`src/logic/sst_pkg.sv`:
```
// constants and types for the sensor-interface safety self-test block
// Operation
// - start test only with both channels off
// - ignore channel-on and regulator-off while running
// - only stop bit aborts; master abort flags it
// - running flag during test, done flag after
// - results clear on read or on any start while idle
// - ground-short bits hold master results
// - slave mode pulls down both channels
// - slave pass when undervoltage flag clear
// - master checks battery short, excludes channel
// - discharge after each check, then channel two
// - phase one drives channel one only
// - phase two mirrors phase one
// - never both channels on together while running
// - master ends itself; slave abort unflagged
// - buffer must hold empty code after read
// - test bit keeps old data after read
// - test level drives selected output statically
// - select code picks output one or two
// - one output in test mode at most
// - stored slot identifier returned with data
// - diagnostic bit on undervoltage or parity
// - data and identifier stored in one access
// - forced failures only in self-test mode; buffer test bit acts in any mode
package sst_pkg;
  // ----------------------------------------------------------------
  // timing
  // ----------------------------------------------------------------
  localparam int CLK_HZ = 20_000_000;
  localparam int T_LONG_US = 512;
  localparam int T_SHORT_US = 128;
  localparam int LONG_CYC = T_LONG_US * (CLK_HZ / 1_000_000);
  localparam int SHORT_CYC = T_SHORT_US * (CLK_HZ / 1_000_000);
  // ----------------------------------------------------------------
  // register byte offsets
  // ----------------------------------------------------------------
  localparam logic [7:0] ADDR_CTRL = 8'h00;
  localparam logic [7:0] ADDR_STS = 8'h04;
  localparam logic [7:0] ADDR_SELF_TEST_SAFETY_REG = 8'h08;
  localparam logic [7:0] ADDR_XST = 8'h0C;
  localparam logic [7:0] ADDR_ST2 = 8'h10;
  localparam logic [7:0] ADDR_SIDB = 8'h40;
  localparam logic [7:0] ADDR_DATB = 8'h80;
  // ----------------------------------------------------------------
  // field positions and codes
  // ----------------------------------------------------------------
  localparam int CTRL_W = 5;
  localparam int CTRL_ON1 = 0;
  localparam int CTRL_ON2 = 1;
  localparam int CTRL_REG = 2;
  localparam int CTRL_STM = 3;
  localparam int CTRL_SIDEN = 4;
  localparam int STS_START = 0;
  localparam int STS_MASTER = 1;
  localparam int STS_STOP = 2;
  localparam int STS_SEL_LO = 5;
  localparam int STS_LVL = 10;
  localparam int SEL_W = 5;
  localparam logic [SEL_W-1:0] SEL_OUT1 = 5'h15;
  localparam logic [SEL_W-1:0] SEL_OUT2 = 5'h16;
  localparam int SELF_TEST_SAFETY_REG_W = 3;
  localparam int SELF_TEST_SAFETY_REG_BET = 0;
  localparam int SELF_TEST_SAFETY_REG_FCRC = 1;
  localparam int SELF_TEST_SAFETY_REG_FSID = 2;
  localparam int XST_RUN = 0;
  localparam int XST_DONE = 1;
  localparam int XST_ABT = 2;
  localparam int XST_RES = 3;
  localparam int XST_STB = 5;
  localparam int XST_STG = 7;
  localparam int ST2_STG1 = 0;
  localparam int ST2_BE1 = 1;
  localparam int ST2_UV1 = 2;
  localparam int ST2_STG2 = 8;
  localparam int ST2_BE2 = 9;
  localparam int ST2_UV2 = 10;
  localparam int DATA_W = 10;
  localparam int SID_W = 5;
  localparam int FR_SID_LO = 10;
  localparam int FR_DIAG = 15;
  localparam logic [DATA_W-1:0] EMPTY_CODE = 10'h1F0;
  // ----------------------------------------------------------------
  // sequencer states
  // ----------------------------------------------------------------
  typedef enum logic [2:0] {
    SST_IDLE = 3'h0, SST_SL_PD = 3'h1, SST_MS_ON = 3'h2, SST_MS_PD = 3'h3,
    SST_MP1_ON = 3'h4, SST_MP1_PD = 3'h5, SST_MP2_ON = 3'h6, SST_MP2_PD = 3'h7
  } sst_state_t;
endpackage : sst_pkg

```
`src/logic/sst_links.sv`:
```
// interfaces between the top and its interval timer and output driver
`timescale 1ns/1ps
interface sst_tmr_if;
  logic start;
  logic longSel;
  logic cancel;
  logic done;
  modport ctl(output start, longSel, cancel, input done);
  modport timer(input start, longSel, cancel, output done);
endinterface : sst_tmr_if

interface sst_dout_if;
  import sst_pkg::*;
  logic [SEL_W-1:0] sel;
  logic lvl;
  logic norm1;
  logic norm2;
  logic out1;
  logic out2;
  modport ctl(output sel, lvl, norm1, norm2, input out1, out2);
  modport drv(input sel, lvl, norm1, norm2, output out1, out2);
endinterface : sst_dout_if

```
`src/logic/sst_timer.sv`:
```
// interval timer for the discharge and settle intervals
`timescale 1ns/1ps
module sst_timer #(
  parameter int LONG_CYC = sst_pkg::LONG_CYC,
  parameter int SHORT_CYC = sst_pkg::SHORT_CYC
) (
  // clock and reset
  input wire logic clk,
  input wire logic rst,
  // control
  sst_tmr_if.timer t
);
  import sst_pkg::*;
  localparam int CW = $clog2(LONG_CYC + 1);
  if (SHORT_CYC < 1 || LONG_CYC < SHORT_CYC) begin : g_bad
    $error("timer lengths unusable");
  end
  typedef struct packed {
    logic act;
    logic [CW-1:0] cnt;
    logic done;
  } sst_tmr_st_t;
  sst_tmr_st_t r;
  sst_tmr_st_t n;
  // --------------------------------------------------------------
  // countdown
  // --------------------------------------------------------------
  // load on start, pulse done when the count runs out
  always_comb
  begin
    n = r;
    n.done = 1'b0;
    if (t.cancel)
    begin
      n.act = 1'b0;
    end
    else if (t.start)
    begin
      n.act = 1'b1;
      n.cnt = t.longSel ? CW'(LONG_CYC - 1) : CW'(SHORT_CYC - 1);
    end
    else if (r.act)
    begin
      if (r.cnt == '0)
      begin
        n.act = 1'b0;
        n.done = 1'b1;
      end
      else
      begin
        n.cnt = r.cnt - 1'b1;
      end
    end
  end
  // state register
  always_ff @(posedge clk)
  begin
    if (rst)
      r <= '0;
    else
      r <= n;
  end
  assign t.done = r.done;
endmodule : sst_timer

```
`src/logic/sst_dout.sv`:
```
// data output driver with static test-pattern mode
`timescale 1ns/1ps
module sst_dout (
  // clock and reset
  input wire logic clk,
  input wire logic rst,
  // selection and outputs
  sst_dout_if.drv d
);
  import sst_pkg::*;
  typedef struct packed {
    logic out1;
    logic out2;
  } sst_dout_st_t;
  sst_dout_st_t r;
  sst_dout_st_t n;
  // --------------------------------------------------------------
  // output select
  // --------------------------------------------------------------
  // a single select code can name one output only
  always_comb
  begin
    n.out1 = (d.sel == SEL_OUT1) ? d.lvl : d.norm1;
    n.out2 = (d.sel == SEL_OUT2) ? d.lvl : d.norm2;
  end
  // output flops
  always_ff @(posedge clk)
  begin
    if (rst)
      r <= '0;
    else
      r <= n;
  end
  assign d.out1 = r.out1;
  assign d.out2 = r.out2;
endmodule : sst_dout

```
`src/logic/sst_top.sv`:
```
// self-test block: test sequencer, buffer check, tagging, bus slave
`timescale 1ns/1ps
module sst_top #(
  parameter int NSLOT = 4,
  parameter int LONG_CYC = sst_pkg::LONG_CYC,
  parameter int SHORT_CYC = sst_pkg::SHORT_CYC
) (
  // clock and reset
  input wire logic clk,
  input wire logic rst,
  // ahb-lite slave
  input wire logic hsel,
  input wire logic [31:0] haddr,
  input wire logic [1:0] htrans,
  input wire logic hwrite,
  input wire logic [2:0] hsize,
  input wire logic [31:0] hwdata,
  input wire logic hready,
  output logic hreadyout,
  output logic hresp,
  output logic [31:0] hrdata,
  // line monitors
  input wire logic chan1Undervolt,
  input wire logic chan2Undervolt,
  input wire logic chan1BatteryShort,
  input wire logic chan2BatteryShort,
  input wire logic chan1GroundShort,
  input wire logic chan2GroundShort,
  input wire logic supplyUndervolt,
  input wire logic parityFault,
  // decoded sensor frames
  input wire logic frameValid,
  input wire logic frameChan,
  input wire logic [$clog2(NSLOT)-1:0] frameSlot,
  input wire logic [sst_pkg::DATA_W-1:0] frameData,
  input wire logic dataIn1,
  input wire logic dataIn2,
  // line and test controls
  output logic chan1SupplyOn,
  output logic chan2SupplyOn,
  output logic chan1Pulldown,
  output logic chan2Pulldown,
  output logic shortDetectMask,
  output logic supplyRailOn,
  output logic forceChecksumFail,
  output logic dataOut1,
  output logic dataOut2
);
  import sst_pkg::*;
  localparam int NB = 2 * NSLOT;
  localparam int IW = $clog2(NB);
  if (NSLOT < 2 || NSLOT > 8) begin : g_bad
    $error("NSLOT must be 2 to 8");
  end
  typedef struct packed {
    sst_state_t state;
    logic chIdx;
    logic master;
    logic running;
    logic done;
    logic aborted;
    logic hold;
    logic [1:0] res;
    logic [1:0] stb;
    logic [1:0] stg;
    logic [1:0] excl;
    logic [1:0] be;
    logic [CTRL_W-1:0] ctrl;
    logic [SEL_W-1:0] sel;
    logic lvl;
    logic [SELF_TEST_SAFETY_REG_W-1:0] self_test_safety_reg;
    logic pendV;
    logic [IW-1:0] pendIdx;
    logic [NB-1:0][DATA_W-1:0] bufD;
    logic [NB-1:0][SID_W-1:0] bufS;
    logic [NB-1:0][SID_W-1:0] sidT;
    logic aV;
    logic [7:0] aAddr;
    logic rdP;
    logic [7:0] rdAddr;
    logic hready;
    logic [31:0] hrdata;
    logic on1, on2, pd1, pd2, mask, regOn, fcrc;
    logic tStart, tLong, tCancel;
  } sst_top_st_t;
  sst_top_st_t r;
  sst_top_st_t n;
  logic stopWr;
  sst_tmr_if tIf();
  sst_dout_if dIf();
  // --------------------------------------------------------------
  // helpers
  // --------------------------------------------------------------
  // word-aligned hit inside a per-slot register bank
  function automatic logic inBank(input logic [7:0] a, input logic [7:0] base);
    inBank = a[1:0] == 2'h0 && a >= base && a < base + 8'(4 * NB);
  endfunction : inBank
  // slot index of a bank address
  function automatic logic [IW-1:0] bankIdx(input logic [7:0] a,
                                             input logic [7:0] base);
    logic [7:0] off;
    off = a - base;
    bankIdx = off[2 +: IW];
  endfunction : bankIdx
  // stop bit written while a test runs
  assign stopWr = r.aV && r.aAddr == ADDR_STS && hwdata[STS_STOP] && r.running;
  // --------------------------------------------------------------
  // next state
  // --------------------------------------------------------------
  // bus, register effects, sequencer and buffer check in priority order
  always_comb
  begin
    logic [31:0] rd;
    logic [IW-1:0] ri;
    logic [IW-1:0] fi;
    logic fin;
    rd = 32'h0;
    ri = bankIdx(r.rdAddr, ADDR_DATB);
    fi = IW'(32'(frameChan) * NSLOT + 32'(frameSlot));
    fin = 1'b0;
    n = r;
    n.tStart = 1'b0;
    n.tCancel = 1'b0;
    n.pendV = 1'b0;
    // read data mux
    if (r.rdAddr == ADDR_CTRL)
      rd[CTRL_W-1:0] = r.ctrl;
    else if (r.rdAddr == ADDR_STS)
    begin
      rd[STS_SEL_LO +: SEL_W] = r.sel;
      rd[STS_LVL] = r.lvl;
      rd[STS_MASTER] = r.master;
    end
    else if (r.rdAddr == ADDR_SELF_TEST_SAFETY_REG)
      rd[SELF_TEST_SAFETY_REG_W-1:0] = r.self_test_safety_reg;
    else if (r.rdAddr == ADDR_XST)
    begin
      rd[XST_RUN] = r.running;
      rd[XST_DONE] = r.done;
      rd[XST_ABT] = r.aborted;
      rd[XST_RES +: 2] = r.res;
      rd[XST_STB +: 2] = r.stb;
      rd[XST_STG +: 2] = r.stg;
    end
    else if (r.rdAddr == ADDR_ST2)
    begin
      rd[ST2_STG1] = r.hold ? r.stg[0] : chan1GroundShort;
      rd[ST2_STG2] = r.hold ? r.stg[1] : chan2GroundShort;
      rd[ST2_BE1] = r.be[0];
      rd[ST2_BE2] = r.be[1];
      rd[ST2_UV1] = chan1Undervolt;
      rd[ST2_UV2] = chan2Undervolt;
    end
    else if (inBank(r.rdAddr, ADDR_SIDB))
      rd[SID_W-1:0] = r.sidT[bankIdx(r.rdAddr, ADDR_SIDB)];
    else if (inBank(r.rdAddr, ADDR_DATB))
    begin
      rd[DATA_W-1:0] = r.bufD[ri];
      if (r.ctrl[CTRL_SIDEN])
      begin
        // forced mismatch inverts the returned identifier
        rd[FR_SID_LO +: SID_W] = r.bufS[ri] ^
          {SID_W{r.ctrl[CTRL_STM] & r.self_test_safety_reg[SELF_TEST_SAFETY_REG_FSID]}};
        rd[FR_DIAG] = supplyUndervolt | parityFault;
      end
    end
    // read data phase: answer and read side effects
    if (r.rdP)
    begin
      n.rdP = 1'b0;
      n.hready = 1'b1;
      n.hrdata = rd;
      if (r.rdAddr == ADDR_XST)
      begin
        n.done = 1'b0;
        n.aborted = 1'b0;
        n.res = 2'h0;
        n.stb = 2'h0;
        n.stg = 2'h0;
        n.hold = 1'b0;
      end
      if (r.rdAddr == ADDR_ST2)
        n.be = 2'h0;
      if (inBank(r.rdAddr, ADDR_DATB))
      begin
        if (!r.self_test_safety_reg[SELF_TEST_SAFETY_REG_BET])
          n.bufD[ri] = EMPTY_CODE;
        n.pendV = 1'b1;
        n.pendIdx = ri;
      end
    end
    // address phase capture; reads take one wait state
    n.aV = 1'b0;
    if (hsel && htrans[1] && hready)
    begin
      n.aV = hwrite;
      n.aAddr = haddr[7:0];
      if (!hwrite)
      begin
        n.rdP = 1'b1;
        n.hready = 1'b0;
        n.rdAddr = haddr[7:0];
      end
    end
    // write data phase
    if (r.aV)
    begin
      if (r.aAddr == ADDR_CTRL)
      begin
        n.ctrl = hwdata[CTRL_W-1:0];
        if (r.running)
        begin
          n.ctrl[CTRL_ON1] = r.ctrl[CTRL_ON1];
          n.ctrl[CTRL_ON2] = r.ctrl[CTRL_ON2];
          n.ctrl[CTRL_REG] = r.ctrl[CTRL_REG] | hwdata[CTRL_REG];
        end
      end
      else if (r.aAddr == ADDR_STS)
      begin
        n.sel = hwdata[STS_SEL_LO +: SEL_W];
        n.lvl = hwdata[STS_LVL];
        if (stopWr)
        begin
          n.state = SST_IDLE;
          n.running = 1'b0;
          n.aborted = r.master;
          n.tCancel = 1'b1;
        end
        else if (hwdata[STS_START] && !r.running)
        begin
          n.done = 1'b0;
          n.aborted = 1'b0;
          n.res = 2'h0;
          n.stb = 2'h0;
          n.stg = 2'h0;
          n.hold = 1'b0;
          if (!r.on1 && !r.on2)
          begin
            n.running = 1'b1;
            n.master = hwdata[STS_MASTER];
            n.state = hwdata[STS_MASTER] ? SST_MS_ON : SST_SL_PD;
            n.chIdx = 1'b0;
            n.excl = 2'h0;
            n.tStart = 1'b1;
            n.tLong = 1'b1;
          end
        end
      end
      else if (r.aAddr == ADDR_SELF_TEST_SAFETY_REG)
        n.self_test_safety_reg = hwdata[SELF_TEST_SAFETY_REG_W-1:0];
      else if (inBank(r.aAddr, ADDR_SIDB))
        n.sidT[bankIdx(r.aAddr, ADDR_SIDB)] = hwdata[SID_W-1:0];
    end
    // sequencer steps at the end of each timed interval
    if (n.running && tIf.done)
    begin
      n.tStart = 1'b1;
      n.tLong = 1'b0;
      unique case (r.state)
        SST_IDLE:
          n.tStart = 1'b0;
        SST_SL_PD:
        begin
          n.res[0] = !chan1Undervolt;
          n.res[1] = !chan2Undervolt;
          fin = 1'b1;
        end
        SST_MS_ON:
        begin
          if (r.chIdx ? chan2BatteryShort : chan1BatteryShort)
          begin
            n.stb[r.chIdx] = 1'b1;
            n.excl[r.chIdx] = 1'b1;
          end
          n.state = SST_MS_PD;
        end
        SST_MS_PD:
        begin
          n.tLong = 1'b1;
          if (!r.chIdx)
          begin
            n.chIdx = 1'b1;
            n.state = SST_MS_ON;
          end
          else if (!r.excl[0])
            n.state = SST_MP1_ON;
          else if (!r.excl[1])
            n.state = SST_MP2_ON;
          else
            fin = 1'b1;
        end
        SST_MP1_ON:
        begin
          if (chan1Undervolt)
            n.stg[0] = 1'b1;
          if (!chan2Undervolt)
            n.res[1] = 1'b1;
          n.state = SST_MP1_PD;
        end
        SST_MP1_PD:
        begin
          n.tLong = 1'b1;
          if (!r.excl[1])
            n.state = SST_MP2_ON;
          else
            fin = 1'b1;
        end
        SST_MP2_ON:
        begin
          if (chan2Undervolt)
            n.stg[1] = 1'b1;
          if (!chan1Undervolt)
            n.res[0] = 1'b1;
          n.state = SST_MP2_PD;
        end
        SST_MP2_PD:
          fin = 1'b1;
      endcase
      if (fin)
      begin
        n.tStart = 1'b0;
        n.state = SST_IDLE;
        n.running = 1'b0;
        n.done = 1'b1;
        n.hold = r.master;
      end
    end
    // buffer check one cycle after a data read; set wins over clear
    if (r.pendV && r.bufD[r.pendIdx] != EMPTY_CODE)
      n.be[r.pendIdx >= IW'(NSLOT)] = 1'b1;
    // decoded frame stored with its slot identifier
    if (frameValid)
    begin
      n.bufD[fi] = frameData;
      n.bufS[fi] = r.sidT[fi];
    end
    // line controls follow the sequencer while running
    n.on1 = n.running ? (n.state == SST_MS_ON && !n.chIdx) || n.state == SST_MP1_ON
                      : n.ctrl[CTRL_ON1];
    n.on2 = n.running ? (n.state == SST_MS_ON && n.chIdx) || n.state == SST_MP2_ON
                      : n.ctrl[CTRL_ON2];
    n.pd1 = n.running && (n.state == SST_SL_PD || n.state == SST_MP1_PD ||
                          (n.state == SST_MS_PD && !n.chIdx));
    n.pd2 = n.running && (n.state == SST_SL_PD || n.state == SST_MP2_PD ||
                          (n.state == SST_MS_PD && n.chIdx));
    n.mask = n.running && (n.state == SST_MS_ON || n.state == SST_MP1_ON ||
                           n.state == SST_MP2_ON);
    n.regOn = n.ctrl[CTRL_REG];
    n.fcrc = n.ctrl[CTRL_STM] & n.self_test_safety_reg[SELF_TEST_SAFETY_REG_FCRC];
  end
  // state register
  always_ff @(posedge clk)
  begin
    if (rst)
    begin
      r <= '0;
      r.hready <= 1'b1;
      r.bufD <= {NB{EMPTY_CODE}};
    end
    else
      r <= n;
  end
  // --------------------------------------------------------------
  // submodules and outputs
  // --------------------------------------------------------------
  assign tIf.start = r.tStart;
  assign tIf.longSel = r.tLong;
  assign tIf.cancel = r.tCancel;
  assign dIf.sel = r.sel;
  assign dIf.lvl = r.lvl;
  assign dIf.norm1 = dataIn1;
  assign dIf.norm2 = dataIn2;
  sst_timer #(.LONG_CYC(LONG_CYC), .SHORT_CYC(SHORT_CYC)) uTimer (
    .clk(clk), .rst(rst), .t(tIf.timer));
  sst_dout uDout (.clk(clk), .rst(rst), .d(dIf.drv));
  assign hreadyout = r.hready;
  assign hresp = 1'b0;
  assign hrdata = r.hrdata;
  assign chan1SupplyOn = r.on1;
  assign chan2SupplyOn = r.on2;
  assign chan1Pulldown = r.pd1;
  assign chan2Pulldown = r.pd2;
  assign shortDetectMask = r.mask;
  assign supplyRailOn = r.regOn;
  assign forceChecksumFail = r.fcrc;
  assign dataOut1 = dIf.out1;
  assign dataOut2 = dIf.out2;
endmodule : sst_top

```
`config.mk`:
```
export PLATFORM = sky130hd
export DESIGN_NAME = sst_top
export DESIGN_NICKNAME = d
export VERILOG_FILES = /design/src/logic/sst_pkg.sv /design/src/logic/sst_links.sv /design/src/logic/sst_timer.sv /design/src/logic/sst_dout.sv /design/src/logic/sst_top.sv
export SDC_FILE = /design/constraint.sdc
export NUM_CORES = 1
export LEC_CHECK = 0
export ABC_AREA = 1
export ABC_CLOCK_PERIOD_IN_PS = 5200
export BUFFER_PORTS_ARGS = -buffer_cell sky130_fd_sc_hd__buf_2
export CAP_MARGIN = 20
export CORE_MARGIN = 1.5
export CORE_UTILIZATION = 45
export CTS_BUF_LIST = sky130_fd_sc_hd__clkbuf_8
export DETAILED_ROUTE_END_ITERATION = 10
export REMOVE_ABC_BUFFERS = 1
export SKIP_LAST_GASP = 1
export SYNTH_ARGS = -nofsm -noshare
export SYNTH_HDL_FRONTEND = slang
export SYNTH_HIERARCHICAL = 1
export SYNTH_SLANG_ARGS = --single-unit
```
`constraint.sdc`:
```
create_clock -name clk -period 5.2 [get_ports clk]
set_input_delay 0.78 -clock clk [delete_from_list [all_inputs] [get_ports clk]]
set_output_delay 0.78 -clock clk [all_outputs]
set_load 0.05 [all_outputs]
```
## Yosys cells after proc, flatten, opt, wreduce, memory -nomap -nowiden

Index checks and enable logic that the tools add are counted.

- Input bits: 98
- Word-level logic and storage cells: 344
- Flip-flop bits (word level): 260
- Output and inout port bits: 43

- Muxes and demuxes: 140
- Eq/ne operators: 26
- $lt $le $gt $ge: 19
- Bitwise logic cells: 21
- $add $sub $neg: 5
- Reduce and logical (&&, ||, !) cells: 68

Operators with widths:

| operator | count |
|---|---|
| $mux 80 | 2 |
| $mux 16 | 8 |
| $mux 120 | 1 |
| $mux 84 | 1 |
| $bwmux 40 | 2 |
| $bwmux 80 | 1 |
| $mux 11 | 7 |
| $mux 17 | 4 |
| $bmux 10 s3 | 2 |
| $demux 10 s3 | 2 |
| $mux 9 | 6 |
| $mux 10 | 5 |
| $mux 5 | 10 |
| $bmux 5 s3 | 3 |
| $mux 3 | 15 |
| $and 40x40->40 | 1 |
| $not 40->40 | 1 |
| $or 40x40->40 | 1 |
| $mux 1 | 34 |
| $mux 33 | 1 |
| $mux 2 | 16 |
| $demux 5 s3 | 2 |
| $mux 14 | 2 |
| $logic_and 1x1->1 | 27 |
| other kinds (50) | 125 |

## Depth between registers and ports, before layout

Gate-level depths: netlist of the first run.

- Depth after elaboration: 26
- Mapped depth: 17
- Mapped depth without buffers: 16

## Hierarchy

The synthesis of the first run kept the hierarchy.

Modules (own cells, without submodules):

| module | instances | cells an instance | area each (um^2) |
|---|---|---|---|
| sst_top | 1 | 1522 | 11294.6 |
| sst_timer | 1 | 155 | 1032.2 |
| sst_dout | 1 | 20 | 117.6 |

## Worst setup path before layout of the first run

Ideal clock, no wire load.

- Kind: input to register
- Start point: input port frameValid
- End point: register r[205] (netlist bit)
- Data arrival time: 2.003 ns
- Cell stages on the path: 7
- Buffers on the path: 2
- Setup time: 0.126 ns
- Setup slack: 3.072 ns
- Cells stage by stage: clkbuf_1 > inv_1 > nor2_1 > clkinv_1 > clkbuf_1 > o22ai_1 > nand2_1

- Word-level cells in the longest chain between the ends: 1

RTL lines:

| what | line | source |
|---|---|---|
| from (decl) | sst_top.sv:32 | `input wire logic frameValid,` |
| $mux 120 | sst_top.sv:332 | `if (frameValid)` |
| to (signal assigned) | sst_top.sv:361 | `r <= n;` |
| to (decl) | sst_top.sv:86 | `sst_top_st_t r;` |

No other way between the ends.
A chain may end at the register's enable or synchronous reset.

## Final worst setup path of the first run

- Start point: register r[44] (netlist bit)
- End point: register r[147] (netlist bit)

- Word-level cells in the longest chain between the ends: 11

RTL lines:

| what | line | source |
|---|---|---|
| $sub 5x1->5 | sst_top.sv:102 | `off = a - base;` |
| $lt 3x4->1 (implied by the code) / $ge 3x1->1 (equally long branches) | sst_top.sv:187 | `n.bufD[ri] = EMPTY_CODE;` |
| $logic_and 1x1->1 (implied by the code) | sst_top.sv:187 |  |
| $mux 10 (implied by the code) | sst_top.sv:187 |  |
| $demux 10 s3 | sst_top.sv:187 |  |
| $or 40x40->40 (no source line) | n/a |  |
| $mux 80 | sst_top.sv:186 | `if (!r.self_test_safety_reg[SELF_TEST_SAFETY_REG_BET])` |
| $mux 84 (*) | sst_top.sv:184 | `if (inBank(r.rdAddr, ADDR_DATB))` |
| $mux 80 (*) | sst_top.sv:168 | `if (r.rdP)` |
| $bwmux 80 | sst_top.sv:334 | `n.bufD[fi] = frameData;` |
| $mux 120 (*) | sst_top.sv:332 |  |

Every way passes the cells marked *; elsewhere a longest branch is shown, timed or not.

==> flow_summary.yaml, run 1 <==
clock_network:
  cts_sinks: 259
  cts_made_buffers: 46
  htreeDepth: 2
  cts-resized-gates: 0
  cts_tree: "done"
  insertion_delay_ps: 570
  cts.clk_slew.worst_paths_ps: 60
  ctsHoldBuffers: 0
  cts_buffer_depth: 3
  cts-root-buf: "clkbuf_8"
  post_cts_buffers: 0
detailed_routing:
  drc_errors: 0
  wl_met3_mm: 2.58
  drt_first_pass_iters: 5
  wl_per_cell_um: 18.5
  vias: 11890
  postRouteAntennaNets: 0
  drt_iter0_drc: 1083
  met2_length_mm: 17.2
  top_layer_used: "met4"
  via_per_inst: 5.66
  wl_met1_mm: 18.1
  routed_wl_mm: 38.9
yosys:
  synth_area_leaders: "dfxtp_1 42%, nand2_1 8.4%, inv_1 6.2%"
  yosysUniqueCellTypes: 53
  syn_inst: 1697
  postSynthAreaPerCell_um2: 7.33
  ys_warn_count: 6
  yosysSeqAreaShare_pct: 41.7
  yosysTopAreaCellShare_pct: 41.7
  yosys.area.top_type: "dfxtp_1"
  synth_seq_cells: 259
  synth_area_um2: 12400
critical_path:
  crit_path_end_kind: "register"
  cp-start-kind: "register"
  worstReg2RegStart: "r[44]"
  worstRegToRegCells: 9
  r2r_setup_slack_ps: 2200
  critPathKind: "register to register"
  crit_start: "r[44]"
  crit_arrival_ps: 3490
  crit_end: "r[147]"
  cp.required_ps: 5690
  critPathMaxFanout: 12
  r2r_end: "r[147]"
floorplan:
  die_h_um: 169
  rows: 60
  core-area_um2: 27000
  dieArea_um2: 28700
  initial_utilization_pct: 46.0
  io_pins: 141
  fp.dieW_um: 169
timing:
  setup_slack_ps: 2200
  finalCritPeriodShare_pct: 57.6
  fmax_mhz: 334
  setup_viol: 0
  fin_setup_tns_ps: 0
  hold_slack_ps: 446
  tightest_slew_ps: 1020
  fin_crit_ps: 3000
  rsz0062_at_grt: "no"
  slew_violations: 0
  slew_headroom_pct: 31.2
  hold_viol: 0
  skew_ps: 23.5
pwr:
  ir_drop_mv: 0.190
  p_leak_nw: 5.87
  power_mw: 4.34
  p_per_area_nw_per_um2: 316
placed_design:
  place_ws_ps: 1990
  hpwl_mm: 26.8
  dpl-instance-area_um2: 12800
  gp_congestion: 0.926
  port_buffers: 74
  dp_cells: 2024
cells_and_area:
  layout_commonest_cell: "nand2_1"
  final_cells: 2102
  final_cell_mix: "277 x nand2_1, 259 x dfxtp_1, 219 x inv_1"
  antenna_cells: 0
  layout-drive-gt1-share_pct: 12.4
  fin_util_pct: 50.8
  areaGrowthSynthToFinish_pct: 10.3
  postLayoutCellArea_um2: 13700
  nets: 1830
global_routing:
  grt_use_total_pct: 27.3
  grt_overflow: 0
  antenna_found_initial: 0
  grt_max_degree: 67
  grt_pass1_vias: 11046
  grt_pass1_wl_mm: 61.4
worst_hold_path:
  min_path_type: "register to register"
  min_from: "hrdata[12]"
run:
  max-cap-violations: 0
outcome:
  status: "finished clean"
[worst min-delay path by stage]
stage / to / cells after the start
6_report: hrdata[12] / 2
5_1_grt: uDout/d.out1 / 3
4_1_cts: uDout/d.out2 / 3
3_5_place_dp: hrdata[12] / 2
3_3_place_gp: hrdata[15] / 2
2_1_floorplan: r[43] / 2
[where the power goes]
group / internal (mW) / switching (mW)
clock: 1.10 / 0.841
combinational: 0.0882 / 0.256
sequential: 2.02 / 0.0272
[kinds of logic (layout without fill, tap and decap cells)]
kind of cell | count (synthesis) | in the layout | share of synthesized area, %
AND/OR/NAND/NOR | 573 | 573 | 21.5
AO/OA/AOI/OAI | 527 | 527 | 24.9
buffers and inverters | 332 | 380 | 11.5
flip-flops | 259 | 259 | 41.7
XOR/XNOR | 4 | 4 | 0.281
adder cells (fa/ha/maj) | 1 | 1 | 0.101
other | 1 | 17 | 0.0301
[per-layer routing]
layer  vias up  track usage (%)
met3        80             4.01
met1      5530             38.1
met4         0             9.81
met2       458             43.1
met5         -                0
li1       5822                -
[cells in the mapped netlist (all sizes together)]
library cell / instances
nor4: 10
nor3: 24
o22ai: 100
a22oi: 9
clkbuf: 57
or2: 7
inv: 215
o31ai: 9
o21a: 5
a31oi: 2
o211ai: 13
o32ai: 2
ha: 1
o2111ai: 3
o41ai: 2
a21oi: 158
o21ai: 159
nor2: 136
a221oi: 19
dfxtp: 259
clkinv: 5
conb: 1
buf: 55
a22o: 6
o221ai: 4
nand3: 83
a211oi: 36
nor3b: 5
nand4: 19
nand2: 289
xor2: 4
[critical path, cell delays in order (launching register included)]
cell     delay (ps)
dfxtp_1         300
inv_1            60
nand2_1         150
nor4_4          800
nand2_1         390
nor3_2          440
nand2_1         320
nand2_1         260
o22ai_1         110
nand2_1          80
[sequential cells by signal (all words and copies together), names as in the netlist, 5 cells and up]
register / count
dIf.sel: 5
hrdata: 16
uTimer/r: 15
r: 209
[area by class of cell]
cell class,count,area [um^2]
tap,341,427
clock buffer,62,853
fill,2757,13300
sequential,259,5180
timing repair buffer,82,433
multi-input combinational,1122,5910
inverter,220,831
clock inverter,16,91.3
No activity file was read; power rests on OpenSTA's default activity.
==> run 2, diff against run 1 <==
--- a/config.mk
+++ b/config.mk
@@ -6,13 +6,14 @@
 export NUM_CORES = 1
 export LEC_CHECK = 0
 export ABC_AREA = 1
-export ABC_CLOCK_PERIOD_IN_PS = 5200
+export ABC_CLOCK_PERIOD_IN_PS = 2600
 export BUFFER_PORTS_ARGS = -buffer_cell sky130_fd_sc_hd__buf_2
 export CAP_MARGIN = 20
 export CORE_MARGIN = 1.5
 export CORE_UTILIZATION = 45
 export CTS_BUF_LIST = sky130_fd_sc_hd__clkbuf_8
 export DETAILED_ROUTE_END_ITERATION = 10
+export PLACE_DENSITY = 0.66
 export REMOVE_ABC_BUFFERS = 1
 export SKIP_LAST_GASP = 1
 export SYNTH_ARGS = -nofsm -noshare
==> constraint.sdc (replaced) <==
create_clock -name clk -period 2.6 [get_ports clk]
set_input_delay 0.39 -clock clk [delete_from_list [all_inputs] [get_ports clk]]
set_output_delay 0.39 -clock clk [all_outputs]
set_load 0.05 [all_outputs]
==> run 2 against run 1 <==
  * Global-route usage is 0.61 points lower
  * Maximum frequency up 33%
  * Clock power increased by 90%
  * Critical path depth up 2
  * Count of clock-buffer cells in the layout shrank 3
  * Sequential share of layout area decreased by 0.65 points
  * Critical path type unchanged
  * Critical endpoint is now hrdata[4]
==> flow_summary.yaml, run 2 (synthesized netlist as in run 1, its figures left out) <==
cells_and_area:
  layout-drive-gt1-share_pct: 13.9
  top_register: "r"
  antenna_cells: 0
  areaGrowthSynthToFinish_pct: 12.2
  layout_commonest_cell: "nand2_1"
  final_cell_mix: "279 x nand2_1, 259 x dfxtp_1, 222 x inv_1"
  nets: 1861
  largest_register_ffs: 209
timing:
  setup_viol: 0
  slew_violations: 0
  skew_ps: 13.6
  rsz0062_at_grt: "no"
  finalCritPeriodShare_pct: 86.7
  fin_setup_tns_ps: 0
  slew_headroom_pct: 47.3
  fin_crit_ps: 2250
  fmax_mhz: 444
  tightest_slew_ps: 787
  hold_viol: 0
global_routing:
  grt_pass1_vias: 11418
  grt_overflow: 0
  grt_max_degree: 111
  grt_use_total_pct: 26.7
  antenna_found_initial: 0
  grt_pass1_wl_mm: 60.6
clock_network:
  post_cts_buffers: 0
  cts_tree: "done"
  cts-root-buf: "clkbuf_8"
  ctsHoldBuffers: 0
  cts_sinks: 259
  insertion_delay_ps: 550
  cts-resized-gates: 0
  cts_buffer_depth: 3
  htreeDepth: 2
  cts.clk_slew.worst_paths_ps: 60
  cts_made_buffers: 44
critical_path:
  cp.depth: 11
  worstReg2RegStart: "r[45]"
  crit_arrival_ps: 2730
  cp.buffers_inverters: 2
  crit_start: "r[45]"
  crit_end: "hrdata[4]"
  worstRegToRegCells: 11
  critPathSlowestCell: "dfxtp_1"
  r2r_setup_slack_ps: 350
  crit_path_end_kind: "register"
  cp-start-kind: "register"
  critPathKind: "register to register"
  cp.required_ps: 3080
  r2r_end: "hrdata[4]"
  cp_cell_sequence: "inv_1 > nand2_1 > buf_12 > o22ai_1 > o21ai_0 > nand3_1 > nand2_1 > o21ai_0 > nand2_1 > nand2_1 > a31oi_1"
  path_common_cell: "nand2_1"
  cp_top_family: "compound AO/OA/AOI/OAI gates"
  critPathMaxFanout: 36
  max_stage_delay_ps: 460
worst_hold_path:
  min_path_type: "primary input to register"
  min_from: "dataIn1"
floorplan:
  die_h_um: 169
  core-area_um2: 27000
  rows: 60
  initial_utilization_pct: 46.0
  dieArea_um2: 28700
  fp.dieW_um: 169
  io_pins: 141
pwr:
  power_mw: 8.49
  p_per_area_nw_per_um2: 608
  ir_drop_mv: 0.402
  p_leak_nw: 6.03
detailed_routing:
  vias: 12115
  routed_wl_mm: 38.1
  via_per_inst: 5.67
  postRouteAntennaNets: 0
  top_layer_used: "met4"
  wl_per_cell_um: 17.8
  wl_met3_mm: 2.87
  drt_first_pass_iters: 5
  drt_iter0_drc: 1119
  drc_errors: 0
  met2_length_mm: 16.7
  wl_met1_mm: 17.1
placed_design:
  gp_congestion: 0.954
  hpwl_mm: 27.1
  port_buffers: 74
run:
  max-cap-violations: 0
outcome:
  status: "finished clean"
## run 2: how the worst min path moves through the flow
stage | slack (ps) | to | cells after the start
floorplan | 430 | r[43] | 2
global placement | 440 | hrdata[14] | 2
detailed placement | 440 | hrdata[13] | 2
CTS | 50 | uDout/d.out1 | 3
global route | 70 | uDout/d.out2 | 3
finish | 70 | uDout/d.out1 | 3
## run 2: layout make-up
class | instances | area, um^2
multi-input combinational | 1122 | 5890
clock buffer | 59 | 812
sequential | 259 | 5180
fill | 2702 | 13100
clock inverter | 21 | 90.1
inverter | 220 | 831
timing repair buffer | 115 | 731
tap | 341 | 427
## run 2: power by group
group / switching (mW) / internal (mW) / leakage, nW / total [mW]
clock: 1.66 / 2.02 / 0.521 / 3.68
sequential: 0.0525 / 4.04 / 2.10 / 4.10
combinational: 0.511 / 0.204 / 3.41 / 0.714
total: 2.22 / 6.27 / 6.03 / 8.49
## run 2: worst reg2reg max path: cells and delay by family, from the launching register on
family	cells	cell delay [ps]
flip-flops	1	460
buffers and inverters	2	420
AND/OR/NAND/NOR	5	610
AO/OA/AOI/OAI	4	700
## run 2: stage by stage
stage / hold WS, ps / utilization [%] / setup slack (ps) / cells / cell area [um^2]
after floorplan: 431 / - / 275 / 1601 / 11900
after global placement: 437 / 48.3 / 392 / 2057 / 13100
after detailed placement: 444 / 48.3 / 345 / 2057 / 13100
after CTS: 49.8 / 51.7 / 403 / 2137 / 14000
after global routing: 69.2 / 51.7 / 178 / 2137 / 14000
final: 74.9 / 51.7 / 346 / 2137 / 14000
## run 2: metal layers
metal | global-route usage, % | vias up
li1 | - | 5906
met5 | 0 | -
met1 | 36.8 | 5591
met3 | 4.22 | 106
met2 | 41.2 | 512
met4 | 12.3 | 0
